File: src/hdl/arb_timer_pkg.sv
package arb_timer_pkg;

  // Register byte offsets on the bus.
  localparam logic [4:0] OFF_CONTROL   = 5'h00;
  localparam logic [4:0] OFF_COUNT_LOW = 5'h04;
  localparam logic [4:0] OFF_IRQ_STAT  = 5'h08;
  localparam logic [4:0] OFF_IRQ_MASK  = 5'h0c;

  // Control register field positions.
  localparam int CTL_MODE_UPPER = 7;
  localparam int CTL_MODE_LOWER = 6;
  localparam int CTL_LOST       = 5;
  localparam int CTL_CLK_SEL    = 4;
  localparam int CTL_DONE       = 3;
  localparam int CTL_RUNNING    = 2;
  localparam int CTL_OVERFLOW   = 1;
  localparam int CTL_MSB        = 0;

  // Interrupt status and mask bit positions.
  localparam int IRQ_DONE     = 0;
  localparam int IRQ_OVERFLOW = 1;
  localparam int IRQ_LOST     = 2;
  localparam int IRQ_WIDTH    = 3;

  // Mode field codes.
  localparam logic [1:0] MODE_IDLE     = 2'h0;
  localparam logic [1:0] MODE_MEASURE  = 2'h1;
  localparam logic [1:0] MODE_ARBITER  = 2'h2;
  localparam logic [1:0] MODE_RESERVED = 2'h3;

  // Counter geometry and arbitration sample points.
  localparam int         CNT_WIDTH      = 9;
  localparam logic [8:0] CNT_RESET      = 9'h000;
  localparam logic [8:0] SAMPLE_AT_BUS  = 9'h038;
  localparam logic [8:0] SAMPLE_AT_PRES = 9'h008;

  // Bus clock divider for the quarter-rate count tick.
  localparam logic [1:0] QDIV_LAST = 2'h3;

  // Reset values.
  localparam logic [1:0]  MODE_RESET = MODE_IDLE;
  localparam logic [IRQ_WIDTH-1:0] IRQ_RESET = 3'h0;
  localparam logic [31:0] RDATA_RESET = 32'h0000_0000;

  // Bus request as seen by the slave.
  typedef struct packed {
    logic [4:0]  address;
    logic        read;
    logic        write;
    logic [31:0] writedata;
  } bus_req_s;

  // Control and status carried between the register file and the counter.
  typedef struct packed {
    logic [1:0] mode;
    logic       clk_sel;
    logic       lost;
    logic       done;
    logic       running;
    logic       overflow;
  } ctl_s;

endpackage

File: src/hdl/serial_line_arbiter_timer.sv
// Behaviour
// (RL1) Nine-bit up-counter with separate overflow bit.
// (RL2) Two-bit mode: idle, measure, arbitrate, reserved.
// (RL3) Reset clears mode, clock select, flags, counter.
// (RL4) Lost flag clears when upper mode bit written 0.
// (RL5) Clock select: half prescaler or quarter bus.
// (RL6) Done flag set at end; control write clears.
// (RL7) Running flag reads one while counter counts.
// (RL8) Overflow flag set on overflow; control write clears.
// (RL9) MSB in control, low byte in data; write clears.
// (RL10) Idle mode holds counter cleared and stopped.
// (RL11) Quarter clock: falling edge starts, next stops.
// (RL12) Prescaler clock: low starts, rising edge stops.
// (RL13) Arbitration restarts counter on transmit rising edge.
// (RL14) Sample receive at 0x38 or 0x08; low loses.
// (RL15) Lost flag forces transmit pin high.
// (RL16) Transmit low before loss resets, awaits rising edge.
// (RL17) Counter wraps to zero and sets overflow.
//
// The placing of the registers and the Avalon-MM register port are this design's own decisions.
`timescale 1ns/1ps
module serial_line_arbiter_timer (
  input  wire logic        clk_i,
  input  wire logic        rstn_i,
  input  wire logic [4:0]  avs_address_i,
  input  wire logic        avs_read_i,
  input  wire logic        avs_write_i,
  input  wire logic [31:0] avs_writedata_i,
  output logic      [31:0] avs_readdata_o,
  output logic             avs_waitrequest_o,
  input  wire logic        rxd_i,
  input  wire logic        tx_core_i,
  input  wire logic        presc_tick_i,
  output logic             txd_o,
  output logic             irq_o
);

  // Whole module state in one record.
  typedef struct packed {
    logic                 rx_s1;
    logic                 rx_s2;
    logic                 rx_prev;
    logic                 tx_prev;
    logic [1:0]           qdiv;
    logic                 phalf;
    logic [8:0]           count;
    logic                 sampled;
    arb_timer_pkg::ctl_s  ctl;
    logic [2:0]           irq_stat;
    logic [2:0]           irq_mask;
    logic                 wait_req;
    logic [31:0]          rdata;
    logic                 txd;
    logic                 irq;
  } state_s;

  state_s                 s_q;
  state_s                 s_d;
  arb_timer_pkg::bus_req_s req;

  assign req.address   = avs_address_i;
  assign req.read      = avs_read_i;
  assign req.write     = avs_write_i;
  assign req.writedata = avs_writedata_i;

  // Outputs come straight from the state flip-flops.
  assign avs_readdata_o    = s_q.rdata;
  assign avs_waitrequest_o = s_q.wait_req;
  assign txd_o             = s_q.txd;
  assign irq_o             = s_q.irq;

  // Next-state logic for bus slave, counter and flags.
  always_comb
  begin
    logic       accept;
    logic       ctl_wr;
    logic       tick;
    logic       rx_fall;
    logic       rx_rise;
    logic       tx_rise;
    logic       ev_done;
    logic       ev_ovf;
    logic       ev_lost;
    logic [8:0] sample_pt;
    logic [9:0] inc;
    logic [2:0] ev;
    logic [7:0] ctl_rd;
    s_d       = s_q;
    accept    = 1'b0;
    ctl_wr    = 1'b0;
    tick      = 1'b0;
    rx_fall   = 1'b0;
    rx_rise   = 1'b0;
    tx_rise   = 1'b0;
    ev_done   = 1'b0;
    ev_ovf    = 1'b0;
    ev_lost   = 1'b0;
    sample_pt = arb_timer_pkg::SAMPLE_AT_BUS;
    inc       = 10'h000;
    ev        = 3'h0;
    ctl_rd    = 8'h00;

    // The receive pin crosses in through two flops; only the second is used.
    s_d.rx_s1   = rxd_i;
    s_d.rx_s2   = s_q.rx_s1;
    s_d.rx_prev = s_q.rx_s2;
    s_d.tx_prev = tx_core_i;
    rx_fall     = s_q.rx_prev & ~s_q.rx_s2;
    rx_rise     = ~s_q.rx_prev & s_q.rx_s2;
    tx_rise     = tx_core_i & ~s_q.tx_prev;

    // Count tick: a quarter of the bus clock or half the prescaler tick rate.
    s_d.qdiv = s_q.qdiv + 2'h1;
    if (presc_tick_i)
    begin
      s_d.phalf = ~s_q.phalf;
    end
    if (s_q.ctl.clk_sel)
    begin
      tick      = presc_tick_i & s_q.phalf; // RL5
      sample_pt = arb_timer_pkg::SAMPLE_AT_PRES;
    end
    else
    begin
      tick = (s_q.qdiv == arb_timer_pkg::QDIV_LAST); // RL5
    end

    // Bus slave: one wait cycle, then the request is accepted.
    accept       = (req.read | req.write) & ~s_q.wait_req;
    s_d.wait_req = ~((req.read | req.write) & s_q.wait_req);
    ctl_wr       = accept & req.write & (req.address == arb_timer_pkg::OFF_CONTROL);

    // Counter advance with wrap; the tenth bit is the carry out.
    inc = {1'b0, s_q.count} + 10'h001;
    if (s_q.ctl.running && tick)
    begin
      s_d.count = inc[8:0]; // RL1
      if (inc[9])
      begin
        ev_ovf = 1'b1; // RL17
      end
    end

    // Mode behaviour.
    unique case (s_q.ctl.mode)
      arb_timer_pkg::MODE_MEASURE:
      begin
        if (!s_q.ctl.clk_sel)
        begin
          // Restart is blocked until software clears the done flag.
          if (rx_fall && !s_q.ctl.running && !s_q.ctl.done)
          begin
            s_d.count       = arb_timer_pkg::CNT_RESET;
            s_d.ctl.running = 1'b1; // RL11
          end
          else if (rx_fall && s_q.ctl.running)
          begin
            s_d.ctl.running = 1'b0; // RL11
            ev_done         = 1'b1; // RL11
          end
        end
        else
        begin
          if (!s_q.rx_s2 && !s_q.ctl.running && !s_q.ctl.done)
          begin
            s_d.count       = arb_timer_pkg::CNT_RESET;
            s_d.ctl.running = 1'b1; // RL12
          end
          else if (rx_rise && s_q.ctl.running)
          begin
            s_d.ctl.running = 1'b0; // RL12
            ev_done         = 1'b1; // RL12
          end
        end
      end
      arb_timer_pkg::MODE_ARBITER:
      begin
        if (tx_rise)
        begin
          s_d.count       = arb_timer_pkg::CNT_RESET; // RL13
          s_d.ctl.running = 1'b1; // RL13
          s_d.sampled     = 1'b0;
        end
        else if (!tx_core_i && s_q.ctl.running && !s_q.ctl.lost)
        begin
          // Own dominant bit before any loss: wait for the next rising edge.
          s_d.count       = arb_timer_pkg::CNT_RESET; // RL16
          s_d.ctl.running = 1'b0; // RL16
        end
        else if (s_q.ctl.running && !s_q.sampled && s_q.count == sample_pt)
        begin
          s_d.sampled = 1'b1; // RL14
          if (!s_q.rx_s2)
          begin
            ev_lost = 1'b1; // RL14
          end
        end
      end
      default:
      begin
        // Idle and the reserved code keep the counter cleared and stopped.
        s_d.count       = arb_timer_pkg::CNT_RESET; // RL10
        s_d.ctl.running = 1'b0; // RL10 RL2
        s_d.sampled     = 1'b0;
      end
    endcase

    // Control write: new mode and clock select; done, overflow, running and counter cleared; lost cleared only when upper mode bit is 0.
    if (ctl_wr)
    begin
      s_d.ctl.mode     = {req.writedata[arb_timer_pkg::CTL_MODE_UPPER],
                          req.writedata[arb_timer_pkg::CTL_MODE_LOWER]}; // RL2
      s_d.ctl.clk_sel  = req.writedata[arb_timer_pkg::CTL_CLK_SEL]; // RL5
      s_d.count        = arb_timer_pkg::CNT_RESET; // RL9
      s_d.ctl.running  = 1'b0;
      s_d.sampled      = 1'b0;
      s_d.ctl.done     = 1'b0; // RL6
      s_d.ctl.overflow = 1'b0; // RL8
      if (!req.writedata[arb_timer_pkg::CTL_MODE_UPPER])
      begin
        s_d.ctl.lost = 1'b0; // RL4
      end
    end

    // Events are applied last so a set wins over a same-cycle clear.
    if (ev_done)
    begin
      s_d.ctl.done = 1'b1; // RL6
    end
    if (ev_ovf)
    begin
      s_d.ctl.overflow = 1'b1; // RL8 RL17
    end
    if (ev_lost)
    begin
      s_d.ctl.lost = 1'b1; // RL14
    end
    s_d.ctl.running = s_d.ctl.running; // RL7

    // Interrupt status: sticky, write one to clear, events win.
    ev[arb_timer_pkg::IRQ_DONE]     = ev_done;
    ev[arb_timer_pkg::IRQ_OVERFLOW] = ev_ovf;
    ev[arb_timer_pkg::IRQ_LOST]     = ev_lost;
    if (accept && req.write && req.address == arb_timer_pkg::OFF_IRQ_STAT)
    begin
      s_d.irq_stat = s_q.irq_stat & ~req.writedata[2:0];
    end
    if (accept && req.write && req.address == arb_timer_pkg::OFF_IRQ_MASK)
    begin
      s_d.irq_mask = req.writedata[2:0];
    end
    s_d.irq_stat = s_d.irq_stat | ev;
    s_d.irq      = |(s_q.irq_stat & s_q.irq_mask);

    // Transmit pin is held recessive while arbitration is lost.
    s_d.txd = tx_core_i | s_q.ctl.lost; // RL15

    // Read data is captured in the wait cycle; unmapped reads give zero.
    ctl_rd[arb_timer_pkg::CTL_MODE_UPPER] = s_q.ctl.mode[1];
    ctl_rd[arb_timer_pkg::CTL_MODE_LOWER] = s_q.ctl.mode[0];
    ctl_rd[arb_timer_pkg::CTL_LOST]       = s_q.ctl.lost;
    ctl_rd[arb_timer_pkg::CTL_CLK_SEL]    = s_q.ctl.clk_sel;
    ctl_rd[arb_timer_pkg::CTL_DONE]       = s_q.ctl.done;
    ctl_rd[arb_timer_pkg::CTL_RUNNING]    = s_q.ctl.running; // RL7
    ctl_rd[arb_timer_pkg::CTL_OVERFLOW]   = s_q.ctl.overflow;
    ctl_rd[arb_timer_pkg::CTL_MSB]        = s_q.count[8]; // RL9
    if (req.read && s_q.wait_req)
    begin
      unique case (req.address)
        arb_timer_pkg::OFF_CONTROL:   s_d.rdata = {24'h000000, ctl_rd};
        arb_timer_pkg::OFF_COUNT_LOW: s_d.rdata = {24'h000000, s_q.count[7:0]}; // RL9
        arb_timer_pkg::OFF_IRQ_STAT:  s_d.rdata = {29'h00000000, s_q.irq_stat};
        arb_timer_pkg::OFF_IRQ_MASK:  s_d.rdata = {29'h00000000, s_q.irq_mask};
        default:                      s_d.rdata = arb_timer_pkg::RDATA_RESET;
      endcase
    end
  end

  // State register; reset clears mode, select, flags and counter.
  always_ff @(posedge clk_i or negedge rstn_i)
  begin
    if (!rstn_i)
    begin
      s_q.rx_s1        <= 1'b1;
      s_q.rx_s2        <= 1'b1;
      s_q.rx_prev      <= 1'b1;
      s_q.tx_prev      <= 1'b1;
      s_q.qdiv         <= 2'h0;
      s_q.phalf        <= 1'b0;
      s_q.count        <= arb_timer_pkg::CNT_RESET; // RL3
      s_q.sampled      <= 1'b0;
      s_q.ctl.mode     <= arb_timer_pkg::MODE_RESET; // RL3
      s_q.ctl.clk_sel  <= 1'b0; // RL3
      s_q.ctl.lost     <= 1'b0; // RL3
      s_q.ctl.done     <= 1'b0; // RL3
      s_q.ctl.running  <= 1'b0; // RL3
      s_q.ctl.overflow <= 1'b0; // RL3
      s_q.irq_stat     <= arb_timer_pkg::IRQ_RESET;
      s_q.irq_mask     <= arb_timer_pkg::IRQ_RESET;
      s_q.wait_req     <= 1'b1;
      s_q.rdata        <= arb_timer_pkg::RDATA_RESET;
      s_q.txd          <= 1'b1;
      s_q.irq          <= 1'b0;
    end
    else
    begin
      s_q <= s_d;
    end
  end

endmodule // serial_line_arbiter_timer

File: config.mk
export PLATFORM = sky130hd
export DESIGN_NAME = serial_line_arbiter_timer
export DESIGN_NICKNAME = d
export VERILOG_FILES = /design/src/hdl/arb_timer_pkg.sv /design/src/hdl/serial_line_arbiter_timer.sv
export SDC_FILE = /design/constraint.sdc
export NUM_CORES = 1
export LEC_CHECK = 0
export BUFFER_PORTS_ARGS = -buffer_cell sky130_fd_sc_hd__buf_4
export CAP_MARGIN = 20
export CORE_UTILIZATION = 54
export CTS_BUF_LIST = sky130_fd_sc_hd__clkbuf_4 sky130_fd_sc_hd__clkbuf_8 sky130_fd_sc_hd__clkbuf_16
export DETAILED_ROUTE_END_ITERATION = 10
export PLACE_DENSITY = 0.85
export SETUP_SLACK_MARGIN = 0.4
export SYNTH_ARGS = -nofsm -noshare
export SYNTH_HDL_FRONTEND = slang
export SYNTH_SLANG_ARGS = --single-unit
File: constraint.sdc
create_clock -name clk_i -period 2.77 [get_ports clk_i]
set_input_delay 0.554 -clock clk_i [delete_from_list [all_inputs] [get_ports clk_i]]
set_output_delay 0.554 -clock clk_i [all_outputs]
set_load 0.03 [all_outputs]
# Word level (Yosys, flattened, before mapping)
# Cells that the tools add are included.
[totals]
register_bits = 65
inputBits = 44
out_inout_bits = 35
wordCells = 125
[classes]
n_addsub = 2
n_eq_ne = 14
muxes = 40
n_bitwise = 20
n_reduce_logical = 29
[op_table]
columns = ["cell", "count"]
rows = [
  ["9-bit 2-to-1 mux", 5],
  ["8-bit one-hot mux with 4 select lines", 1],
  ["1-bit 2-to-1 mux", 27],
  ["9-bit one-hot mux with 2 select lines", 1],
  ["17-bit 2-to-1 mux", 1],
  ["1-bit logical AND", 15],
  ["4-bit != test (second input constant)", 3],
  ["9-bit by 1-bit adder with 10-bit output (second input constant)", 1],
  ["5-bit by 4-bit equality test with 1-bit output (second input constant)", 2],
  ["10-bit 2-to-1 mux", 1],
  ["5-bit != test (second input constant)", 2],
  ["9-bit equality test", 1],
  ["1-bit bitwise AND", 8],
  ["3-bit bitwise AND", 2],
  ["1-bit zero test", 6],
  ["6-bit 2-to-1 mux", 1],
  ["1-bit NOT", 6],
  ["3-bit AND reduction", 2],
  ["2-bit nonzero test", 3],
  ["5-bit by 3-bit equality test with 1-bit output (second input constant)", 1],
  ["5-bit zero test", 1],
  ["2-bit equality test (second input constant)", 2],
  ["1-bit one-hot mux with 2 select lines", 2],
  ["3-bit 2-to-1 mux", 1],
  ["other kinds (9)", 10],
]

# Longest topological paths before layout
# Gate-level depths: netlist of the first run.
[depth]
word_depth = 9
mapped_depth = 6
depth_no_buf = 6

# Least setup slack after synthesis of the first run
# OpenSTA, ideal clock, no wires.
[synth_timing]
path_type = "input-to-reg"
startpoint = "input avs_address_i[1]"
endpoint = "register s_q[41] in the netlist's numbering"
setup_time_ps = 122
arrival_ps = 1764
required_time_ps = 2648
setup_slack_ps = 884
stages = 4
path_buffers = 1
path_cell_list = "or3_4 -> buf_6 -> or4_4 -> a32o_1"
[synth_via]
elab_chain_cells = 3
[synth_rtl]
columns = ["item", "line", "rtl"]
rows = [
  ["start, declared", "serial_line_arbiter_timer.sv:25", "input wire logic [4:0] avs_address_i,"],
  ["5-bit zero test", "serial_line_arbiter_timer.sv:131", "ctl_wr = accept & req.write & (req.address == arb_timer_pkg::OFF_CONTROL);"],
  ["1-bit bitwise AND", "serial_line_arbiter_timer.sv:131", ""],
  ["2-bit nonzero test (no line)", "--", ""],
  ["end, declared", "serial_line_arbiter_timer.sv:57", "state_s s_q;"],
]
# Every way passes these cells.
# A chain may end at the register's enable or synchronous reset.

==> results of run 1 <==
-- per-layer routing --
layer,routed length (µm),GRT usage (%)
met5,0,0
met2,1920,34.2
met1,1680,24.5
met3,334,4.11
met4,95,12.8
-- cell type report --
| cell class | instances | area, µm² | area share [%] |
|---|---|---|---|
| clock buffer | 8 | 97.6 | 3.98 |
| inverter | 11 | 41.3 | 1.68 |
| multi-input combinational | 145 | 1010 | 41.1 |
| sequential | 41 | 1030 | 42.1 |
| tap | 50 | 62.6 | 2.55 |
| timing repair buffer | 28 | 210 | 8.57 |
-- flip-flops by register name, indices dropped and copies added (netlist names) --
signal and cells:
s_d 2, irq_o 1, txd_o 1, s_q 28
avs_waitrequest_o 1, avs_readdata_o 8
-- cells in the mapped netlist, types with 4 or more instances --
master                     count  share of area (%)
sky130_fd_sc_hd__ha_1          5                2.8
sky130_fd_sc_hd__nor2_1       10                1.7
sky130_fd_sc_hd__dfstp_2       6                6.9
sky130_fd_sc_hd__clkbuf_1      4               0.66
sky130_fd_sc_hd__inv_1        11                1.8
sky130_fd_sc_hd__mux2i_1       7                3.1
sky130_fd_sc_hd__xor2_1        5                1.9
sky130_fd_sc_hd__o21ai_0      12                2.6
sky130_fd_sc_hd__nand2_1      14                2.3
sky130_fd_sc_hd__buf_4        32                 11
sky130_fd_sc_hd__dfrtp_1      35                 39
sky130_fd_sc_hd__a21oi_1       5                1.1
sky130_fd_sc_hd__a32o_1        4                1.8
sky130_fd_sc_hd__or3_1         5                1.4
sky130_fd_sc_hd__o211ai_1      6                2.0
sky130_fd_sc_hd__mux2_2        6                3.0
-- final timing paths --
check                          end  slack, ps  depth (start not counted)
setup / recovery           s_q[50]        990                          5
hold / removal             s_q[35]        220                          1
setup reg to reg           s_q[50]       1000                          4
hold reg to reg            s_d[62]        360                          0
max in group asynchronous  s_q[61]       2180                          1
min in group clk_i         s_d[62]        360                          0
-- per-stage QoR --
stage / cell area, µm² / worst slack [ps] / utilization (%)
floorplan: 2360 / 884 / -
global placement: 2360 / 687 / 58.5
detailed placement: 2360 / 678 / 58.5
CTS: 2450 / 985 / 60.9
global route: 2450 / 830 / 60.9
finish: 2450 / 990 / 60.9
-- power by group through the flow --
stage | clock network, W | logic [W] | registers (W)
floorplan | 0 | 0.000156 | 0.000662
global placement | 0 | 0.000175 | 0.000667
detailed placement | 0 | 0.000177 | 0.000668
CTS | 0.000429 | 0.000178 | 0.000657
global route | 0.000452 | 0.000196 | 0.000660
finish | 0.000417 | 0.000177 | 0.000658
-- logic make-up after synthesis --
| group | share of synthesized area, % |
|---|---|
| and+or+nand+nor | 14.0 |
| buffers and inverters | 14.0 |
| DFF | 45.5 |
| AOI/OAI and AO/OA | 12.3 |
| muxes | 9.03 |
| xor gates and xnor gates | 2.31 |
| adders and majority gates | 2.75 |
| other | 0.165 |
==> out/qor_table.md, run 1 <==
| Stage | Parameter | This run |
|:---|:---|:---|
| outcome | Outcome | finished clean |
| setup path | Crit path arrival time | 1950 ps |
| power | Internal power | 0.000914 W |
| die | Site Rows | 23 |
| setup path | Peak per-stage delay on the critical path | 420 ps |
| power | Switching fraction of total power | 27.0% |
| layout | Most common library cell in the layout ignoring fill and taps | sky130_fd_sc_hd__dfrtp_1 |
| die | Height of the chip | 66.9 µm |
| logic synthesis | Sequential-to-total area share from yosys stat | 45.5% |
| clock network | TritonCTS clock tree | done |
| layout | Non-Filler Instances | 283 |
| die | Horizontal die dimension | 66.9 µm |
| layout | Fraction of layout instances using a drive strength above 1 | 24.0% |
| setup path | Critical path origin | avs_address_i[1] |
| place | IO Port Bufs | 28 |
| setup path | CP Launch Type | input port |
| routing | Via-per-instance ratio | 5.52 |
| logic synthesis | Netlist area before placement | 2270 µm² |
| power | Net Switching | 0.000338 W |
| place | Detailed placement HPWL | 2960 µm |
| clock network | Root buf cell | sky130_fd_sc_hd__clkbuf_8 |
| routing | Routed WL per cell | 14.2 µm |
| clock network | Number of buffers added to fix hold violations after cts | 0 |
| routing | Overall via count from detail_route | 1563 |
| place | Cell count after placement | 275 |
| die | Number of top-level design ports | 79 |
| global route | Via count of the first global-routing pass | 1539 |
| logic synthesis | Instance count of the mapped netlist | 213 |
| setup path | Cell family with most CP delay | simple AND/OR/NAND/NOR gates |
| logic synthesis | Share of synthesized registers carrying an async set or reset | 100% |
| setup path | Critical path cell sequence | buf_4 > or3_4 > nor4_4 > a211o_1 > nor2_1 |
| timing | Worst clock skew | 9.26 ps |
| logic synthesis | EDFF count, synth | 0 |
| routing | Number of DRC markers after the initial detailed-route iteration | 78 |
| timing | Post-Route Setup TNS | 0 ps |
| timing | Tightest slew margin relative to the limit | 61.1% |
| power | Share of total power in combinational logic | 14.2% |
| routing | First-pass DRT Iterations | 5 |
| routing | Drt drc | 0 |
| clock network | Clock latency on the worst-skew pair | 300 ps |
| power | Power, Total | 0.00125 W |
| power | Power share of the sequential group | 52.5% |
| timing | Hold slack final | 221 ps |
| clock network | Maximum buffer depth of the clock tree | 2 |
| global route | Global-route total usage across every layer | 20.7% |
| logic synthesis | Cell variety after synth | 48 |
| timing | Min Tclk post-route | 1780 ps |
| global route | Pin count of the biggest net entering global routing | 42 |
| layout | Leading cell types in the layout, fill and taps excluded | sky130_fd_sc_hd__dfrtp_1, sky130_fd_sc_hd__buf_4, sky130_fd_sc_hd__conb_1 |
| layout | Area Overhead vs Synth | 7.93% |
| global route | Final global-route overflow total | 0 |
| logic synthesis | Number of storage elements in the synthesis netlist | 41 |
| setup path | FF-to-FF Start | s_q[42] |
| setup path | Data required time at the worst endpoint | 2940 ps |
| clock network | Maximum level of the CTS H-tree | 2 |
| timing | Max Transition Viols Final | 0 |
| logic synthesis | Top FF cell, synth | sky130_fd_sc_hd__dfrtp_1 |
| layout | ANT cells | 0 |
| timing | Endpoints failing hold | 0 |
| setup path | Largest fanout of any net on the critical path | 9 |
| die | Core Box Area | 4030 µm² |
| power | Worst voltage drop across the vdd grid | 0.295 mV |
| setup path | Worst path slowest cell | sky130_fd_sc_hd__or3_4 |
| die | Effective utilization at floorplan | 56.4% |
| setup path | Kind of capture point of the worst setup path | flop |
| run | Max-Cap Viols | 0 |
| routing | Detail Route Antenna Nets | 0 |
| routing | Wire length reported by the detailed router | 4030 µm |
| timing | Final critical-path share of the clock period | 64.3% |
| clock network | Resize count post-CTS | 0 |
| timing | RSZ-0062 raised after global routing | no |
| layout | Final net count | 281 |
| power | Standby leakage power | 1.15 nW |
| global route | First-pass GRT wire length | 6670 µm |
| clock network | Number of sinks on the clock net | 41 |
| logic synthesis | Average cell area after synthesis | 10.7 µm² |
| die | Die outline area | 4470 µm² |
| place | Global placement routability congestion | 0.814 |
| power | Clock network power share | 33.3% |
| power | Cell area power density | 510 nW/µm² |
| logic synthesis | Yosys synthesis warning count | 0 |
| worst hold path | Hold/Removal Path Class | input port to asynchronous set/reset pin |
| clock network | Post CTS Setup Buffer Count | 0 |
| clock network | Number of buffers created by CTS | 5 |
| setup path | Critical setup path kind | input port to flop |
| layout | Count of filler cells inserted in the layout | 334 |
| clock network | Clock transition at the registers of the reported paths | 80 ps |
| timing | Max Clock Freq | 0.562 GHz |
| global route | Initial antenna violation count | 0 |
| setup path | WP buf/inv | 1 |
| timing | Final count of negative-setup-slack endpoints | 0 |
| timing | Slew @ Worst Pin | 578 ps |
Power figures use the tool's default switching activity.
==> run 2, diff against run 1 <==
--- a/config.mk
+++ b/config.mk
@@ -7,10 +7,10 @@
 export LEC_CHECK = 0
 export BUFFER_PORTS_ARGS = -buffer_cell sky130_fd_sc_hd__buf_4
 export CAP_MARGIN = 20
-export CORE_UTILIZATION = 54
+export CORE_UTILIZATION = 45
 export CTS_BUF_LIST = sky130_fd_sc_hd__clkbuf_4 sky130_fd_sc_hd__clkbuf_8 sky130_fd_sc_hd__clkbuf_16
 export DETAILED_ROUTE_END_ITERATION = 10
-export PLACE_DENSITY = 0.85
+export PLACE_DENSITY = 0.76
 export SETUP_SLACK_MARGIN = 0.4
 export SYNTH_ARGS = -nofsm -noshare
 export SYNTH_HDL_FRONTEND = slang
==> constraint.sdc (replaced) <==
create_clock -name clk_i -period 1.53 [get_ports clk_i]
set_input_delay 0.306 -clock clk_i [delete_from_list [all_inputs] [get_ports clk_i]]
set_output_delay 0.306 -clock clk_i [all_outputs]
set_load 0.03 [all_outputs]
==> run 2 against run 1 <==
Net effect:
- clock power is 120% higher
- clock-buffer cell count is 1 lower
- critical path depth increased by 1
- highest routed layer unchanged
- register-to-register slack got worse by 970 ps
- cell area is 30% higher
- wire length is 31% higher
- die area increased by 19%
- via count rose by 15%
- sequential cell count is the same
- first-iteration DRC count is 85% higher
- clock skew down 4.6 ps
- total power grew 110%
==> out/qor_table.md, run 2 (synthesis results as in run 1) <==
| Stage | Parameter | This run | Change |
|:---|:---|:---|:---|
| clock network | Number of sinks on the clock net | 41 | unchanged |
| setup path | Crit path arrival time | 1730 ps | -220 ps |
| setup path | CP Launch Type | flop |  |
| clock network | Number of buffers created by CTS | 5 | unchanged |
| routing | Wire length reported by the detailed router | 5300 µm | +31% |
| power | Power, Total | 0.00260 W | +110% |
| routing | Via-per-instance ratio | 5.13 | -7.2% |
| place | IO Port Bufs | 28 | unchanged |
| global route | Via count of the first global-routing pass | 1822 | +18% |
| outcome | Outcome | finished clean |  |
| layout | Flip-flop count of the largest register, all copies and words added | 28 | unchanged |
| layout | Leading cell types in the layout, fill and taps excluded | sky130_fd_sc_hd__buf_4, sky130_fd_sc_hd__dfrtp_1, sky130_fd_sc_hd__conb_1 |  |
| routing | Detail Route Antenna Nets | 0 | unchanged |
| routing | Number of DRC markers after the initial detailed-route iteration | 144 | +85% |
| timing | Worst Slack Setup Final | 31.2 ps | -958 ps |
| run | Max-Cap Viols | 0 | unchanged |
| setup path | Worst setup path endpoint | s_q[44] |  |
| die | Core Box Area | 4790 µm² | +19% |
| setup path | Data required time at the worst endpoint | 1760 ps | -1180 ps |
| setup path | Kind of capture point of the worst setup path | flop |  |
| place | Detailed placement HPWL | 3330 µm | +12% |
| place | Cell count after placement | 317 | +15% |
| layout | Most common library cell in the layout ignoring fill and taps | sky130_fd_sc_hd__buf_4 |  |
| layout | Non-Filler Instances | 351 | +24% |
| timing | Hold slack final | 115 ps | -106 ps |
| timing | Endpoints failing hold | 0 | unchanged |
| worst hold path | Worst min-delay path startpoint | rxd_i |  |
| place | Global placement routability congestion | 0.845 | +3.8% |
| power | Switching fraction of total power | 26.7% | -0.31 points |
| timing | Final count of negative-setup-slack endpoints | 0 | unchanged |
| power | Standby leakage power | 1.49 nW | +30% |
| routing | Routed WL per cell | 15.1 µm | +6.0% |
| setup path | Critical path origin | s_q[50] |  |
| die | Horizontal die dimension | 73.1 µm | +9.3% |
| layout | Count of filler cells inserted in the layout | 367 | +9.9% |
| layout | Fraction of the core area covered by cells at the end of the flow | 66.4% | +5.5 points |
| clock network | Root buf cell | sky130_fd_sc_hd__clkbuf_8 |  |
| global route | Final global-route overflow total | 0 | unchanged |
| power | Share of total power in combinational logic | 19.2% | +5.0 points |
| setup path | FF-to-FF Start | s_q[50] |  |
| worst hold path | Hold/Removal Path Class | input port to flop |  |
| clock network | Maximum level of the CTS H-tree | 2 | unchanged |
| setup path | Critical setup path kind | flop to flop |  |
| die | Site Rows | 25 | +8.7% |
| setup path | Length in cells of the worst reg-to-reg path | 6 | +2 |
| place | Worst setup timing slack at the placement stage | -189 ps | -867 ps |
| layout | Fraction of layout instances using a drive strength above 1 | 50.0% | +26 points |
| layout | Final net count | 332 | +18% |
| layout | Biggest register | s_q |  |
| power | Net Switching | 0.000694 W | +110% |
| timing | Max Clock Freq | 0.667 GHz |  |
| routing | Overall via count from detail_route | 1799 | +15% |
| layout | Area Overhead vs Synth | 39.8% |  |
| timing | Worst clock skew | 4.63 ps | -4.62 ps |
| clock network | Clock latency on the worst-skew pair | 290 ps | about the same |
| power | Cell area power density | 819 nW/µm² | +61% |
| die | Number of top-level design ports | 79 | unchanged |
| timing | Final critical-path share of the clock period | 98.0% |  |
| global route | Global-route total usage across every layer | 21.0% | +0.28 points |
| clock network | Clock transition at the registers of the reported paths | 80 ps | about the same |
| timing | RSZ-0062 raised after global routing | yes |  |
| clock network | TritonCTS clock tree | done |  |
| global route | Pin count of the biggest net entering global routing | 42 | unchanged |
| power | Internal power | 0.00191 W | +110% |
| die | Die outline area | 5340 µm² | +19% |
| global route | First-pass GRT wire length | 8440 µm | +26% |
| setup path | Reg-to-reg endpoint | s_q[44] |  |
| timing | Min Tclk post-route | 1500 ps |  |
| routing | First-pass DRT Iterations | 4 | -1 |
| power | Worst voltage drop across the vdd grid | 0.526 mV | +78% |
| die | Height of the chip | 73.1 µm | +9.3% |
| setup path | Largest fanout of any net on the critical path | 2 | -7 |
| layout | Area of the multi-input gates | 1200 µm² | +19% |
| timing | Tightest slew margin relative to the limit | 65.0% | +3.9 points |
| clock network | Maximum buffer depth of the clock tree | 2 | unchanged |
| timing | Slew @ Worst Pin | 525 ps | -52.9 ps |
| power | Clock network power share | 35.4% | +2.1 points |
| layout | ANT cells | 0 | unchanged |
| timing | Max Transition Viols Final | 0 | unchanged |
| setup path | Register-to-register setup slack | 30 ps | -970 ps |
| global route | Initial antenna violation count | 0 | unchanged |
| die | Effective utilization at floorplan | 47.5% | -8.9 points |
| power | Power share of the sequential group | 45.4% | -7.1 points |
| routing | Drt drc | 0 | unchanged |
| layout | Sequential cell area | 1030 µm² | +0.12% |
==> run 2: cell types whose count changed in the layout (fill, tap and decap cells not counted), moves of 6 or more <==
cell                      delta
sky130_fd_sc_hd__buf_4      +27
sky130_fd_sc_hd__buf_6      +21
sky130_fd_sc_hd__o21ai_0     -7
sky130_fd_sc_hd__mux2_2      -6
sky130_fd_sc_hd__mux2_4      +6
==> run 2: what timing repair did <==
item                                    CTS  global route
hold endpoints to repair                 16             0
gates resized for setup                  50            18
hold buffers                              1             0
buffers inserted                         18             7
endpoints found under the setup margin   42            42
pin swaps                                20            14
==> run 2: layout make-up <==
class / count / area share [%]
Sequential cell: 41 / 32.6
Tap cell: 67 / 2.64
Clock inverter: 1 / 0.945
Clock buffer: 7 / 2.83
Multi-Input combinational cell: 145 / 37.7
Inverter: 11 / 1.30
Timing Repair Buffer: 79 / 22.0
==> run 2: per-stage QoR <==
step | TNS (ps) | instance area (µm²)
3_5_place_dp | -3570 | 2600
5_1_grt | -101 | 3180
3_3_place_gp | -3350 | 2600
6_report | 0 | 3180
4_1_cts | 0 | 3060
2_1_floorplan | -990 | 2420
==> run 2: power by group through the flow <==
stage / Clock [W] / Sequential (W) / Combinational (W)
global placement: 0 / 0.00120 / 0.000384
global route: 0.000985 / 0.00119 / 0.000535
detailed placement: 0 / 0.00120 / 0.000391
floorplan: 0 / 0.00120 / 0.000303
finish: 0.000923 / 0.00118 / 0.000500
CTS: 0.000945 / 0.00118 / 0.000465
==> run 2: worst min path at each step <==
stage,to,slack [ps],cells after the start
2_1_floorplan,avs_readdata_o[0],10,0
3_3_place_gp,s_q[58],310,1
3_5_place_dp,s_q[45],320,1
4_1_cts,s_d[63],100,1
5_1_grt,s_d[63],90,1
6_report,s_d[63],120,1
==> run 2: worst max-delay path: stages (launching register included) <==
cell and delay (ps):
sky130_fd_sc_hd__dfrtp_1 400, sky130_fd_sc_hd__inv_2 80, sky130_fd_sc_hd__ha_4 130, sky130_fd_sc_hd__nor4bb_1 190, sky130_fd_sc_hd__o211ai_1 160, sky130_fd_sc_hd__or3_4 410
sky130_fd_sc_hd__nand2_1 70
==> run 2: per-layer routing <==
layer / global-route usage (%) / vias up / part of all wire, %
met3: 5.39 / 9 / 4.9
met4: 4.79 / 0 / 1.0
met1: 24.9 / 901 / 41
met2: 37.9 / 54 / 53
li1: - / 835 / -
met5: 0 / - / 0
==> run 3, diff against run 2 <==
--- a/config.mk
+++ b/config.mk
@@ -10,6 +10,7 @@
 export CORE_UTILIZATION = 45
 export CTS_BUF_LIST = sky130_fd_sc_hd__clkbuf_4 sky130_fd_sc_hd__clkbuf_8 sky130_fd_sc_hd__clkbuf_16
 export DETAILED_ROUTE_END_ITERATION = 10
+export GPL_TIMING_DRIVEN = 0
 export PLACE_DENSITY = 0.76
 export SETUP_SLACK_MARGIN = 0.4
 export SYNTH_ARGS = -nofsm -noshare
==> run 3 against run 2 <==
Net effect:
- setup slack worse by 0.91 ps
- non-clock buffer count is 17 higher
- clock power is 3.4% lower
- die area stayed put
- wire length is 4.2% higher
- via count is 2.2% higher
- sequential cell count stayed put
- utilization is 4.5 points higher
- final cell count is 4.8% higher
- register-to-register slack hardly changed
- worst hold slack worse by 5.3 ps
- critical path depth stayed put
- critical path type unchanged
- largest cell class unchanged
- highest routed layer unchanged
==> out/qor_table.md, run 3 (synthesis results as in run 1) <==
| Stage | Parameter | This run | Change |
|:---|:---|:---|:---|
| outcome | Outcome | finished clean |  |
| die | Die outline area | 5340 µm² | unchanged |
| global route | Global-route total usage across every layer | 20.5% | -0.43 points |
| power | Standby leakage power | 1.60 nW | +7.3% |
| power | Switching fraction of total power | 27.4% | +0.78 points |
| place | IO Port Bufs | 27 | -3.6% |
| power | Clock network power share | 33.6% | -1.8 points |
| layout | Area Overhead vs Synth | 49.3% |  |
| power | Share of total power in combinational logic | 21.7% | +2.5 points |
| layout | Fraction of the core area covered by cells at the end of the flow | 70.9% | +4.5 points |
| routing | Routed WL per cell | 15.0 µm | -0.61% |
| layout | Sequential cell area | 1040 µm² | +0.24% |
| run | Max-Cap Viols | 0 | unchanged |
| layout | ANT cells | 0 | unchanged |
| layout | Area of the multi-input gates | 1240 µm² | +3.9% |
| clock network | Root buf cell | sky130_fd_sc_hd__clkbuf_8 |  |
| worst hold path | Hold/Removal Path Class | input port to flop |  |
| setup path | Reg-to-reg endpoint | s_q[42] |  |
| global route | Final global-route overflow total | 0 | unchanged |
| setup path | Data required time at the worst endpoint | 1710 ps | -50 ps |
| setup path | Largest fanout of any net on the critical path | 3 | +1 |
| clock network | Maximum level of the CTS H-tree | 2 | unchanged |
| timing | Min Tclk post-route | 1500 ps | +0.907 ps |
| setup path | Kind of capture point of the worst setup path | flop |  |
| layout | Flip-flop count of the largest register, all copies and words added | 28 | unchanged |
| routing | Number of DRC markers after the initial detailed-route iteration | 74 | -49% |
| place | Detailed placement HPWL | 3190 µm | -4.2% |
| layout | Leading cell types in the layout, fill and taps excluded | sky130_fd_sc_hd__buf_4, sky130_fd_sc_hd__dfrtp_1, sky130_fd_sc_hd__buf_6 |  |
| timing | RSZ-0062 raised after global routing | yes |  |
| layout | Fraction of layout instances using a drive strength above 1 | 52.8% | +2.8 points |
| setup path | Critical path origin | s_q[44] |  |
| timing | Final count of negative-setup-slack endpoints | 0 | unchanged |
| routing | First-pass DRT Iterations | 4 | unchanged |
| clock network | Clock transition at the registers of the reported paths | 80 ps | about the same |
| power | Internal power | 0.00193 W | +0.89% |
| timing | Endpoints failing hold | 0 | unchanged |
| setup path | Register-to-register setup slack | 30 ps | about the same |
| timing | Worst clock skew | 9.35 ps | +4.71 ps |
| routing | Via-per-instance ratio | 4.99 | -2.6% |
| power | Worst voltage drop across the vdd grid | 0.799 mV | +52% |
| place | Global placement routability congestion | 0.833 | -1.5% |
| setup path | FF-to-FF Start | s_q[44] |  |
| global route | Via count of the first global-routing pass | 1757 | -3.6% |
| clock network | Number of buffers created by CTS | 5 | unchanged |
| layout | Count of filler cells inserted in the layout | 348 | -5.2% |
| global route | First-pass GRT wire length | 8090 µm | -4.1% |
| routing | Wire length reported by the detailed router | 5520 µm | +4.2% |
| power | Net Switching | 0.000729 W | +5.0% |
| timing | Max Transition Viols Final | 0 | unchanged |
| place | Area after DPL | 2710 µm² | +4.3% |
| timing | Final critical-path share of the clock period | 98.0% | about the same |
| die | Horizontal die dimension | 73.1 µm | unchanged |
| layout | Layout Cell Area excl Fill | 3390 µm² | +6.8% |
| die | Core Box Area | 4790 µm² | unchanged |
| setup path | Number of gates on the worst path with buffers counted | 6 | unchanged |
| layout | Most common library cell in the layout ignoring fill and taps | sky130_fd_sc_hd__buf_4 |  |
| setup path | Cell family with most CP delay | flip-flops |  |
| die | Site Rows | 25 | unchanged |
| die | Effective utilization at floorplan | 47.5% | unchanged |
| worst hold path | Worst min-delay path startpoint | rxd_i |  |
| setup path | Worst path slowest cell | sky130_fd_sc_hd__dfrtp_1 |  |
| setup path | Length in cells of the worst reg-to-reg path | 6 | unchanged |
| routing | Overall via count from detail_route | 1838 | +2.2% |
| layout | Biggest register | s_q |  |
| setup path | WP buf/inv | 2 | +1 |
| die | Height of the chip | 73.1 µm | unchanged |
| global route | Pin count of the biggest net entering global routing | 42 | unchanged |
| routing | Detail Route Antenna Nets | 0 | unchanged |
| routing | Drt drc | 0 | unchanged |
| setup path | Crit path arrival time | 1680 ps | -50 ps |
| setup path | Worst setup path endpoint | s_q[42] |  |
| setup path | Peak per-stage delay on the critical path | 420 ps | about the same |
| clock network | Number of sinks on the clock net | 41 | unchanged |
| setup path | Critical setup path kind | flop to flop |  |
| power | Cell area power density | 782 nW/µm² | -4.5% |
| power | Power share of the sequential group | 44.7% | -0.7 points |
| layout | Final net count | 349 | +5.1% |
| clock network | Maximum buffer depth of the clock tree | 2 | unchanged |
| timing | Tightest slew margin relative to the limit | 65.9% | +0.87 points |
| timing | Max Clock Freq | 0.667 GHz | about the same |
| clock network | Clock latency on the worst-skew pair | 300 ps | about the same |
| setup path | CP Launch Type | flop |  |
| setup path | Critical path cell sequence | nor2_1 > inv_1 > o211ai_1 > buf_4 > o311ai_2 > mux2i_1 |  |
| global route | Initial antenna violation count | 0 | unchanged |
| timing | Slew @ Worst Pin | 512 ps | -13.1 ps |
| die | Number of top-level design ports | 79 | unchanged |
| clock network | TritonCTS clock tree | done |  |
run 3: cell count changes in the layout (fill, tap and decap cells not counted), sizes merged:
cell,change
buf,+15
clkbuf,+1
clkinv,+1
run 3: final cells by class:
type                    count  area share (%)
multi-input cells         145            36.7
flip-flops and latches     41            30.6
repair buffers             57            15.0
plain buffers              39            10.8
well taps                  67            2.47
clock buffers               6            2.25
inverters                  11            1.22
clock inverters             2            1.03
run 3: per-stage QoR:
step | TNS [ps] | hold slack, ps | cells | setup slack (ps) | power [W]
floorplan | -990 | 10.4 | 236 | -107 | 0.00150
global placement | -6850 | 312 | 330 | -364 | 0.00161
detailed placement | -7540 | 312 | 330 | -405 | 0.00161
CTS | -9.89 | 114 | 352 | -6.63 | 0.00256
global route | -849 | 108 | 368 | -103 | 0.00274
finish | 0 | 110 | 368 | 30.3 | 0.00266
run 3: metal layers:
| layer | up-vias | part of all wire [%] | global-route usage (%) | routed length, µm |
|---|---|---|---|---|
| met1 | 902 | 41 | 24.5 | 2250 |
| met4 | 0 | 2.2 | 9.59 | 121 |
| met5 | - | 0 | 0 | 0 |
| met3 | 12 | 3.7 | 4.01 | 204 |
| li1 | 876 | - | - | - |
| met2 | 48 | 53 | 35.6 | 2940 |
run 3: worst min-delay path by stage:
stage,cells past startpoint,endpoint
after global placement,1,s_q[45]
after detailed placement,1,s_q[45]
after global routing,1,s_d[63]
after CTS,1,s_d[63]
final,1,s_d[63]
after floorplan,0,avs_readdata_o[0]
run 3: timing repair:
item / in CTS / in global routing
setup endpoints to repair: 42 / 42
gates cloned: 0 / 0
buffers inserted: 13 / 16
endpoints found under the hold margin: 20 / 0
pin swaps: 8 / 19
hold buffers: 1 / 0
gates resized for setup: 59 / 28
run 3: power groups by stage:
stage          clock, W  sequential (W)  combinational, W
3_5_place_dp          0         0.00120          0.000410
5_1_grt        0.000932         0.00119          0.000618
2_1_floorplan         0         0.00120          0.000303
3_3_place_gp          0         0.00120          0.000408
6_report       0.000892         0.00119          0.000577
4_1_cts        0.000882         0.00118          0.000495
